--- src/pkg/icc_pkg.sv ---
package icc_pkg;

  // Register map, word index on the plain register port
  localparam logic [3:0] ADDR_CTRL = 4'h0;
  localparam logic [3:0] ADDR_BUF = 4'h1;
  localparam logic [3:0] ADDR_STAT = 4'h2;
  localparam logic [3:0] ADDR_MASK = 4'h3;

  // Control register field positions
  localparam int IDLE_BIT = 13;
  localparam int TSEL_BIT = 7;
  localparam int CPI_LSB = 5;
  localparam int OV_BIT = 4;
  localparam int BNE_BIT = 3;
  localparam int MODE_LSB = 0;

  // Capture mode encodings
  localparam logic [2:0] MODE_OFF = 3'h0;
  localparam logic [2:0] MODE_BOTH = 3'h1;
  localparam logic [2:0] MODE_FALL = 3'h2;
  localparam logic [2:0] MODE_RISE = 3'h3;
  localparam logic [2:0] MODE_RISE4 = 3'h4;
  localparam logic [2:0] MODE_RISE16 = 3'h5;
  localparam logic [2:0] MODE_UNUSED = 3'h6;
  localparam logic [2:0] MODE_WAKE = 3'h7;

  // Prescaler terminal counts
  localparam logic [3:0] PRE4_LAST = 4'h3;
  localparam logic [3:0] PRE16_LAST = 4'hF;

  // Interrupt status and mask bit positions
  localparam int EV_CAP = 0;
  localparam int EV_OVF = 1;
  localparam int EV_WAKE = 2;

  // Buffer depth
  localparam logic [2:0] FIFO_DEPTH = 3'h4;

  typedef struct packed {
    logic push;
    logic pop;
    logic flush;
    logic [15:0] data;
  } icc_fifo_in_t;

  typedef struct packed {
    logic [15:0] head;
    logic not_empty;
    logic full;
  } icc_fifo_out_t;

  typedef struct packed {
    logic [3:0][15:0] mem;
    logic [1:0] wr;
    logic [1:0] rd;
    logic [2:0] cnt;
  } icc_fifo_state_t;

  typedef struct packed {
    logic sync1;
    logic sync2;
    logic prev;
    logic [3:0] presc;
    logic [1:0] icnt;
    logic [2:0] mode;
    logic idle_stop;
    logic tsel;
    logic [1:0] cap_per_int;
    logic ov;
    logic [2:0] istat;
    logic [2:0] imask;
    logic [15:0] rdata;
    logic wake;
  } icc_state_t;

  localparam icc_fifo_state_t FIFO_RST = '0;
  localparam icc_state_t STATE_RST = '0;

endpackage

--- src/hdl/icc_fifo.sv ---
`timescale 1ns/1ps
module icc_fifo
(
  input wire logic clk,
  input wire logic rstn,
  input icc_pkg::icc_fifo_in_t fin,
  output icc_pkg::icc_fifo_out_t fout
);

  icc_pkg::icc_fifo_state_t s_r;
  icc_pkg::icc_fifo_state_t s_nxt;
  logic do_push;
  logic do_pop;

  // Pointer and count update, oldest entry at the read pointer
  always_comb
  begin
    s_nxt = s_r;
    do_push = fin.push && (s_r.cnt != icc_pkg::FIFO_DEPTH);
    do_pop = fin.pop && (s_r.cnt != 3'h0);
    if (do_push)
    begin
      s_nxt.mem[s_r.wr] = fin.data;
      s_nxt.wr = 2'(s_r.wr + 2'h1);
    end
    if (do_pop)
      s_nxt.rd = 2'(s_r.rd + 2'h1);
    s_nxt.cnt = 3'(s_r.cnt + {2'h0, do_push} - {2'h0, do_pop});
    if (fin.flush)
    begin
      s_nxt.wr = 2'h0;
      s_nxt.rd = 2'h0;
      s_nxt.cnt = 3'h0;
    end
  end

  // State register
  always_ff @(posedge clk)
  begin
    if (!rstn)
      s_r <= icc_pkg::FIFO_RST;
    else
      s_r <= s_nxt;
  end

  // Head and status straight from flops
  assign fout.head = s_r.mem[s_r.rd];
  assign fout.not_empty = (s_r.cnt != 3'h0);
  assign fout.full = (s_r.cnt == icc_pkg::FIFO_DEPTH);

  // Stored value comes back out first
  fifo_order_a: assert property (@(posedge clk) disable iff (!rstn)
    (s_r.cnt == 3'h0 && fin.push && !fin.flush) |=> (fout.head == $past(fin.data)))
    else $error("fifo head is not the oldest value");

endmodule // icc_fifo

--- src/hdl/icc_channel.sv ---
// Chosen here: the register addresses and the address-and-strobe port.
`timescale 1ns/1ps
module icc_channel
(
  input wire logic clk,
  input wire logic rstn,
  input wire logic capture_input_pin,
  input wire logic [15:0] second_timer_count,
  input wire logic [15:0] third_timer_count,
  input wire logic cpu_idle,
  input wire logic cpu_sleep,
  input wire logic [3:0] addr,
  input wire logic [15:0] wdata,
  input wire logic wr_stb,
  input wire logic rd_stb,
  output logic [15:0] rdata,
  output logic irq,
  output logic wake
);

  icc_pkg::icc_state_t s_r;
  icc_pkg::icc_state_t s_nxt;
  icc_pkg::icc_fifo_in_t fin;
  icc_pkg::icc_fifo_out_t fout;
  logic rise;
  logic fall;
  logic halted;
  logic low_power;
  logic cap_evt;
  logic int_evt;
  logic wake_evt;
  logic [2:0] ev_set;
  logic [15:0] ctrl_view;
  logic [15:0] tbase;

  // Edges from the second synchroniser stage only
  assign rise = s_r.sync2 && !s_r.prev;
  assign fall = !s_r.sync2 && s_r.prev;
  assign low_power = cpu_sleep || cpu_idle;
  assign halted = s_r.idle_stop && cpu_idle;

  // Selected time base
  assign tbase = s_r.tsel ? second_timer_count : third_timer_count;

  // Control register as software sees it, unused bits zero
  always_comb
  begin
    ctrl_view = 16'h0000;
    ctrl_view[icc_pkg::IDLE_BIT] = s_r.idle_stop;
    ctrl_view[icc_pkg::TSEL_BIT] = s_r.tsel;
    ctrl_view[icc_pkg::CPI_LSB +: 2] = s_r.cap_per_int;
    ctrl_view[icc_pkg::OV_BIT] = s_r.ov;
    ctrl_view[icc_pkg::BNE_BIT] = fout.not_empty;
    ctrl_view[icc_pkg::MODE_LSB +: 3] = s_r.mode;
  end

  // Channel behaviour, register port and next state
  always_comb
  begin
    s_nxt = s_r;
    cap_evt = 1'b0;
    int_evt = 1'b0;
    wake_evt = 1'b0;
    fin = '0;
    // Two-flop synchroniser, then edge history
    s_nxt.sync1 = capture_input_pin;
    s_nxt.sync2 = s_r.sync1;
    s_nxt.prev = s_r.sync2;
    // Capture event decode per mode
    unique case (s_r.mode)
      icc_pkg::MODE_OFF, icc_pkg::MODE_UNUSED:
        cap_evt = 1'b0;
      icc_pkg::MODE_BOTH:
        cap_evt = !halted && (rise || fall);
      icc_pkg::MODE_FALL:
        cap_evt = !halted && fall;
      icc_pkg::MODE_RISE:
        cap_evt = !halted && rise;
      icc_pkg::MODE_RISE4:
      begin
        if (!halted && rise)
        begin
          cap_evt = (s_r.presc == icc_pkg::PRE4_LAST);
          s_nxt.presc = cap_evt ? 4'h0 : 4'(s_r.presc + 4'h1);
        end
      end
      icc_pkg::MODE_RISE16:
      begin
        if (!halted && rise)
        begin
          cap_evt = (s_r.presc == icc_pkg::PRE16_LAST);
          s_nxt.presc = cap_evt ? 4'h0 : 4'(s_r.presc + 4'h1);
        end
      end
      icc_pkg::MODE_WAKE:
        wake_evt = low_power && rise;
    endcase
    // Store or flag overflow
    if (cap_evt)
    begin
      if (fout.full)
        s_nxt.ov = 1'b1;
      else
      begin
        fin.push = 1'b1;
        fin.data = tbase;
      end
    end
    // Captures-per-interrupt counter on stored values
    if (fin.push)
    begin
      if (s_r.mode == icc_pkg::MODE_BOTH)
        int_evt = 1'b1;
      else if (s_r.icnt == s_r.cap_per_int)
      begin
        int_evt = 1'b1;
        s_nxt.icnt = 2'h0;
      end
      else
        s_nxt.icnt = 2'(s_r.icnt + 2'h1);
    end
    // A capture while asleep or idle also wakes the core
    s_nxt.wake = wake_evt || (cap_evt && low_power);
    ev_set = 3'h0;
    ev_set[icc_pkg::EV_CAP] = int_evt;
    ev_set[icc_pkg::EV_OVF] = cap_evt && fout.full;
    ev_set[icc_pkg::EV_WAKE] = wake_evt;
    // Status bits: write one clears, a new event wins
    s_nxt.istat = s_r.istat | ev_set;
    if (wr_stb && addr == icc_pkg::ADDR_STAT)
      s_nxt.istat = (s_r.istat & ~wdata[2:0]) | ev_set;
    // Register writes
    if (wr_stb)
    begin
      unique case (addr)
        icc_pkg::ADDR_CTRL:
        begin
          s_nxt.idle_stop = wdata[icc_pkg::IDLE_BIT];
          s_nxt.tsel = wdata[icc_pkg::TSEL_BIT];
          s_nxt.cap_per_int = wdata[icc_pkg::CPI_LSB +: 2];
          s_nxt.mode = wdata[icc_pkg::MODE_LSB +: 3];
          // A mode change restarts prescaler and interrupt count
          if (wdata[icc_pkg::MODE_LSB +: 3] != s_r.mode)
          begin
            s_nxt.presc = 4'h0;
            s_nxt.icnt = 2'h0;
          end
        end
        icc_pkg::ADDR_MASK:
          s_nxt.imask = wdata[2:0];
        default:
          s_nxt.mode = s_nxt.mode;
      endcase
    end
    // Off mode empties the buffer and drops the overflow flag
    if (s_r.mode == icc_pkg::MODE_OFF)
    begin
      s_nxt.ov = 1'b0;
      s_nxt.presc = 4'h0;
      s_nxt.icnt = 2'h0;
      fin.flush = 1'b1;
    end
    // Register reads, data in the following cycle
    s_nxt.rdata = 16'h0000;
    if (rd_stb)
    begin
      unique case (addr)
        icc_pkg::ADDR_CTRL:
          s_nxt.rdata = ctrl_view;
        icc_pkg::ADDR_BUF:
        begin
          s_nxt.rdata = fout.not_empty ? fout.head : 16'h0000;
          fin.pop = fout.not_empty;
        end
        icc_pkg::ADDR_STAT:
          s_nxt.rdata = {13'h0000, s_r.istat};
        icc_pkg::ADDR_MASK:
          s_nxt.rdata = {13'h0000, s_r.imask};
        default:
          s_nxt.rdata = 16'h0000;
      endcase
    end
  end

  // State register, synchronous reset to all zero
  always_ff @(posedge clk)
  begin
    if (!rstn)
      s_r <= icc_pkg::STATE_RST;
    else
      s_r <= s_nxt;
  end

  // Capture buffer
  icc_fifo u_fifo
  (
    .clk(clk),
    .rstn(rstn),
    .fin(fin),
    .fout(fout)
  );

  // Outputs
  assign rdata = s_r.rdata;
  assign irq = |(s_r.istat & s_r.imask);
  assign wake = s_r.wake;

  // Off mode never stores a value
  off_no_store_a: assert property (@(posedge clk) disable iff (!rstn)
    (s_r.mode == icc_pkg::MODE_OFF) |-> !fin.push)
    else $error("capture stored while channel off");

  // Unused mode never stores a value
  unused_no_store_a: assert property (@(posedge clk) disable iff (!rstn)
    (s_r.mode == icc_pkg::MODE_UNUSED) |-> !fin.push)
    else $error("capture stored in unused mode");

  // Wake mode never stores, and raises wake one cycle after a rise in low power
  wake_pin_a: assert property (@(posedge clk) disable iff (!rstn)
    (s_r.mode == icc_pkg::MODE_WAKE && low_power && rise) |-> !fin.push ##1 wake)
    else $error("wake mode misbehaved on a rising edge");

  // Idle stop freezes capturing
  idle_halt_a: assert property (@(posedge clk) disable iff (!rstn)
    (s_r.idle_stop && cpu_idle && s_r.mode != icc_pkg::MODE_WAKE) |-> !fin.push)
    else $error("capture stored while halted in idle");

  // Stored value is the selected timer
  timer_pick_a: assert property (@(posedge clk) disable iff (!rstn)
    fin.push |-> (fin.data == (s_r.tsel ? second_timer_count : third_timer_count)))
    else $error("wrong time base captured");

  // Rising edge mode stores on each rise unless full or halted
  rise_store_a: assert property (@(posedge clk) disable iff (!rstn)
    (s_r.mode == icc_pkg::MODE_RISE && rise && !halted && !fout.full) |-> fin.push)
    else $error("rising edge not captured");

  // Falling edge mode stores only on falls
  fall_store_a: assert property (@(posedge clk) disable iff (!rstn)
    (s_r.mode == icc_pkg::MODE_FALL && fin.push) |-> fall)
    else $error("capture without a falling edge");

  // Divide-by-four only fires on the fourth rise
  pre4_fire_a: assert property (@(posedge clk) disable iff (!rstn)
    (s_r.mode == icc_pkg::MODE_RISE4 && cap_evt) |-> (s_r.presc == icc_pkg::PRE4_LAST))
    else $error("divide-by-four capture at wrong count");

  // Divide-by-sixteen only fires on the sixteenth rise
  pre16_fire_a: assert property (@(posedge clk) disable iff (!rstn)
    (s_r.mode == icc_pkg::MODE_RISE16 && cap_evt) |-> (s_r.presc == icc_pkg::PRE16_LAST))
    else $error("divide-by-sixteen capture at wrong count");

  // Interrupt status set on the selected capture number
  cpi_count_a: assert property (@(posedge clk) disable iff (!rstn)
    (fin.push && s_r.mode != icc_pkg::MODE_BOTH && s_r.icnt == s_r.cap_per_int)
      |=> s_r.istat[icc_pkg::EV_CAP])
    else $error("capture interrupt missed");

  // Both-edge mode interrupts on every stored capture
  both_int_a: assert property (@(posedge clk) disable iff (!rstn)
    (fin.push && s_r.mode == icc_pkg::MODE_BOTH) |=> s_r.istat[icc_pkg::EV_CAP])
    else $error("both-edge capture without interrupt");

  // Capture into a full buffer sets overflow and stores nothing
  overflow_set_a: assert property (@(posedge clk) disable iff (!rstn)
    (cap_evt && fout.full) |-> !fin.push ##1 s_r.ov)
    else $error("overflow not flagged");

  // Overflow survives writes while the channel is on
  ov_sticky_a: assert property (@(posedge clk) disable iff (!rstn)
    (s_r.ov && s_r.mode != icc_pkg::MODE_OFF) |=> s_r.ov)
    else $error("overflow flag lost without off mode");

  // Control read shows zeros in unused bits and the buffer state
  ctrl_read_a: assert property (@(posedge clk) disable iff (!rstn)
    (rd_stb && addr == icc_pkg::ADDR_CTRL)
      |=> (rdata[15:14] == 2'h0 && rdata[12:8] == 5'h00
           && rdata[3] == $past(fout.not_empty)))
    else $error("control read shows wrong bits");

  // Reset leaves the channel off and quiet
  reset_off_a: assert property (@(posedge clk)
    !rstn |=> (s_r.mode == icc_pkg::MODE_OFF && !s_r.ov && !irq && rdata == 16'h0000))
    else $error("channel not cleared by reset");

  // Software cannot raise the overflow flag
  ov_write_a: assert property (@(posedge clk) disable iff (!rstn)
    (!s_r.ov && !(cap_evt && fout.full)) |=> !s_r.ov)
    else $error("overflow flag set without an overflow");

  // Off mode empties the buffer within one cycle
  off_flush_a: assert property (@(posedge clk) disable iff (!rstn)
    (s_r.mode == icc_pkg::MODE_OFF) |=> !fout.not_empty)
    else $error("buffer not emptied while off");

  // Wake pulses in wake mode come only from a rise in low power
  wake_rise_only_a: assert property (@(posedge clk) disable iff (!rstn)
    (s_r.mode == icc_pkg::MODE_WAKE && !(low_power && rise)) |=> !wake)
    else $error("wake pulse without a rising edge in low power");

  // Both-edge mode stores on either edge unless full or halted
  both_store_a: assert property (@(posedge clk) disable iff (!rstn)
    (s_r.mode == icc_pkg::MODE_BOTH && (rise || fall) && !halted && !fout.full) |-> fin.push)
    else $error("edge not captured in both-edge mode");

  // Capture status clears on a written one unless a new event lands
  stat_clear_a: assert property (@(posedge clk) disable iff (!rstn)
    (wr_stb && addr == icc_pkg::ADDR_STAT && wdata[icc_pkg::EV_CAP] && !int_evt)
      |=> !s_r.istat[icc_pkg::EV_CAP])
    else $error("capture status not cleared by a written one");

  // A new mode restarts the prescaler
  mode_restart_a: assert property (@(posedge clk) disable iff (!rstn)
    (wr_stb && addr == icc_pkg::ADDR_CTRL && wdata[icc_pkg::MODE_LSB +: 3] != s_r.mode)
      |=> (s_r.presc == 4'h0))
    else $error("prescaler not restarted by a mode change");

  // A stored capture always shows as a non-empty buffer
  buf_filled_a: assert property (@(posedge clk) disable iff (!rstn)
    fin.push |=> fout.not_empty)
    else $error("buffer empty right after a store");

  // Buffer read returns the oldest entry
  buf_read_a: assert property (@(posedge clk) disable iff (!rstn)
    (rd_stb && addr == icc_pkg::ADDR_BUF && fout.not_empty) |=> (rdata == $past(fout.head)))
    else $error("buffer read returned a wrong entry");

endmodule // icc_channel

--- config.mk ---
export PLATFORM = sky130hd
export DESIGN_NAME = icc_channel
export DESIGN_NICKNAME = d
export VERILOG_FILES = /design/src/pkg/icc_pkg.sv /design/src/hdl/icc_fifo.sv /design/src/hdl/icc_channel.sv
export SDC_FILE = /design/constraint.sdc
export NUM_CORES = 1
export LEC_CHECK = 0
export BUFFER_PORTS_ARGS = -buffer_cell sky130_fd_sc_hd__buf_2
export CORE_MARGIN = 5
export CORE_UTILIZATION = 35
export DETAILED_ROUTE_END_ITERATION = 10
export PLACE_DENSITY = 0.61
export REMOVE_ABC_BUFFERS = 1
export SLEW_MARGIN = 20
export SYNTH_ARGS = -nofsm -noshare
export SYNTH_HDL_FRONTEND = slang
export SYNTH_SLANG_ARGS = --single-unit
--- constraint.sdc ---
create_clock -name clk -period 2.6 [get_ports clk]
set_input_delay 0.26 -clock clk [delete_from_list [all_inputs] [get_ports clk]]
set_output_delay 0.26 -clock clk [all_outputs]
set_load 0.01 [all_outputs]
==> results by group <==
Outcome
  – Status: finished, final reports clean

Detailed routing
  – Remaining antenna violation count after routing: 0
  – Initial DRC Count: 262
  – Avg Vias per Cell: 5.05
  – # DRC: 0
  – Total Wirelength: 12,600 µm
  – Wire per inst: 15.4 µm
  – DR vias: 4,115
  – Iteration count of the initial detailed-routing pass: 4

Timing
  – RSZ-0062 raised after global routing: no
  – Fin crit share: 88.3%
  – Min Tclk post-route: 2.30 ns
  – Final Skew: 0.0115 ns
  – Max Clk Rate: 436 MHz
  – Setup TNS: 0 ns
  – Least-Margin Pin Slew: 0.752 ns
  – Final Setup Violations: 0
  – Hold WS: 0.112 ns
  – Max_slew headroom: 49.3%
  – Max Slew Vio Count: 0
  – Final hold vios: 0

Synthesis
  – FFs w/ async S/R, synth: 0%
  – Mapped cell area: 5140 µm²
  – Top cell type by total area after synthesis: dfxtp_1
  – Register area share after synthesis: 43.3%
  – Cells after Synth: 574
  – Synthesized flop and latch total: 111
  – Top cells by area, synth: dfxtp_1 (43%), nor2_1 (12%), mux4_2 (7.0%)
  – Syn. warnings: 0
  – Synth cell types: 51
  – Synth Flop Type: dfxtp_1
  – Post-synth EDFFs: 0
  – Avg Inst Size Synth: 8.95 µm²
  – Share of the synthesized area in the top cell type: 43.3%

Setup path
  – Worst path cell trace: inv_1, ha_1, or2_1, a311oi_2, o211ai_2, inv_1, ha_1, fa_1, and2_1
  – CP max stage cell: fa_1
  – CP Class: reg2reg
  – Crit path buf inv count: 2
  – CP required: 2.85 ns
  – CP Max Fanout: 2
  – R2r setup slk: 0.30 ns
  – Arrival @ worst endpoint: 2.55 ns
  – CP Launch Type: register
  – Crit. End Element: register
  – Crit path largest cell delay: 0.41 ns
  – Top Family by Delay on Critical Path: adder cells

Global route
  – Maximum number of pins on one net before global-route repair: 57
  – First-pass GRT wire length: 21,100 µm
  – Total GRT Usage: 14.8%
  – Number of global-route vias before repair: 4,241
  – Initial antenna violation count: 0
  – Total gr overflow: 0

Power and ir drop
  – Pleak: 2.21 nW
  – Power per Cell Area: 556 nW/µm²
  – Worst-case vdd ir drop: 0.000302 V

Die
  – CORE AREA: 14,500 µm²
  – Width of the chip: 131 µm
  – Rows: 44
  – Die area: 17,200 µm²
  – Starting Density: 35.5%
  – Top-level I/O count: 77
  – Die Y: 131 µm

CTS
  – CTS Root Buffer Type: clkbuf_16
  – # H-tree levels: 3
  – CTS resizes: 0
  – Clock-pin transition on the worst setup and hold timing paths: 0.07 ns
  – Skew-Pair Late Insertion Delay: 0.36 ns
  – # hold bufs at CTS: 0
  – CTS tree: done
  – Post-CTS Setup Inserts: 0
  – Clock Path Buffers: 2
  – Sink Count: 111
  – Num CTS Buffers: 9

Job
  – Maxcap violations: 0

Placed design
  – DP HPWL: 8690 µm
  – Placer Congestion: 0.852
  – Placed inst area: 5540 µm²
  – Port Buffers: 67
  – Placed cells: 799

Final layout
  – Layout cells sized above 1: 24.1%
  – Final cell count without fillers: 815
  – Final #Nets: 695
  – Area delta synth->final: 13.8%
  – Final Cell Area: 5840 µm²
  – Antenna Diode Count: 0

Min path
  – Hold crit path type: in2reg
[synthesized netlist by cell type (all sizes together), types with 2 or more instances]
cell type  instances
nor2             161
dfxtp            111
o21ai             76
buf               32
inv               22
a21oi             21
mux2              19
mux4              16
clkbuf            15
nand2             10
ha                 9
nand3              9
nor2b              8
nor3               6
xnor2              6
mux2i              5
a21o               4
a222oi             4
and2               4
nand4              4
xor2               4
and3               3
or2                3
a311oi             2
nand4b             2
nor3b              2
o211ai             2
o22ai              2
or3b               2
[per-stage QoR]
step / worst slack (ns) / util [%] / power [W]
CTS: 0.289 / 40.4 / 0.00329
global route: 0.222 / 40.4 / 0.00337
detailed placement: 0.308 / 38.3 / 0.00192
floorplan: 0.408 / - / 0.00184
global placement: 0.375 / 38.3 / 0.00191
finish: 0.304 / 40.4 / 0.00325
[layout make-up]
type	instances	area (µm²)
Inverter	22	82.6
Multi-Input combinational cell	394	2510
Fill cell	1407	8630
Clock buffer	9	225
Clock inverter	7	77.6
Sequential cell	111	2220
Timing Repair Buffer	88	493
Tap cell	184	230
[layout by cell type (no fill, tap or decap), types with 3 or more instances in the layout]
master	n
nand4_1	4
and2_1	4
nor2b_1	8
buf_2	67
mux2i_1	5
nor2_1	161
nand2_1	10
a21oi_4	4
a222oi_1	4
o21ai_0	36
a21oi_1	17
clkbuf_16	9
and3_1	3
inv_1	22
o21ai_1	39
xnor2_1	6
ha_1	9
xor2_1	4
buf_4	21
nand3_1	9
mux4_2	16
mux2_2	19
dfxtp_1	111
nor3_1	5
a21o_1	3
[where the power goes]
| part | internal (W) | switching [W] | total, W | leakage, nW |
|---|---|---|---|---|
| combinational | 0.0000735 | 0.0000922 | 0.000166 | 1.17 |
| clock | 0.000682 | 0.000690 | 0.00137 | 0.144 |
| sequential | 0.00171 | 0.00000545 | 0.00171 | 0.895 |
[cell families (layout without fill, tap and decap cells)]
| group | Yosys count | in the layout | synth area share [%] |
|---|---|---|---|
| simple gates | 217 | 217 | 18.1 |
| xor+xnor | 10 | 10 | 1.71 |
| compound gates | 117 | 117 | 14.4 |
| flops | 111 | 111 | 43.3 |
| fa+ha+maj | 10 | 10 | 2.58 |
| mux | 40 | 40 | 12.2 |
| buf+inv | 69 | 126 | 7.80 |
[final timing paths]
kind	from	end	cells after the start
worst max register to register	s_r[37]	u_fifo.s_r[1]	9
worst min register to register	s_nxt[38]	s_nxt[37]	1
worst min-delay path	capture_input_pin	s_nxt[38]	2
worst max-delay path	s_r[37]	u_fifo.s_r[1]	9
[flip-flops by register name (all words and copies together) (netlist names)]
signal / cells
s_r: 13
s_nxt: 2
ctrl_view: 8
u_fifo.s_r: 71
wake: 1
rdata: 16
[layer usage]
layer  global-route usage [%]  vias up  wire (µm)
met5                        0        -          0
met4                     6.47        0        344
met3                     3.13       25        668
met2                     25.7      113       6240
met1                     17.7     1936       5320
li1                         -     2041          -
No activity file was read; power rests on OpenSTA's default activity.
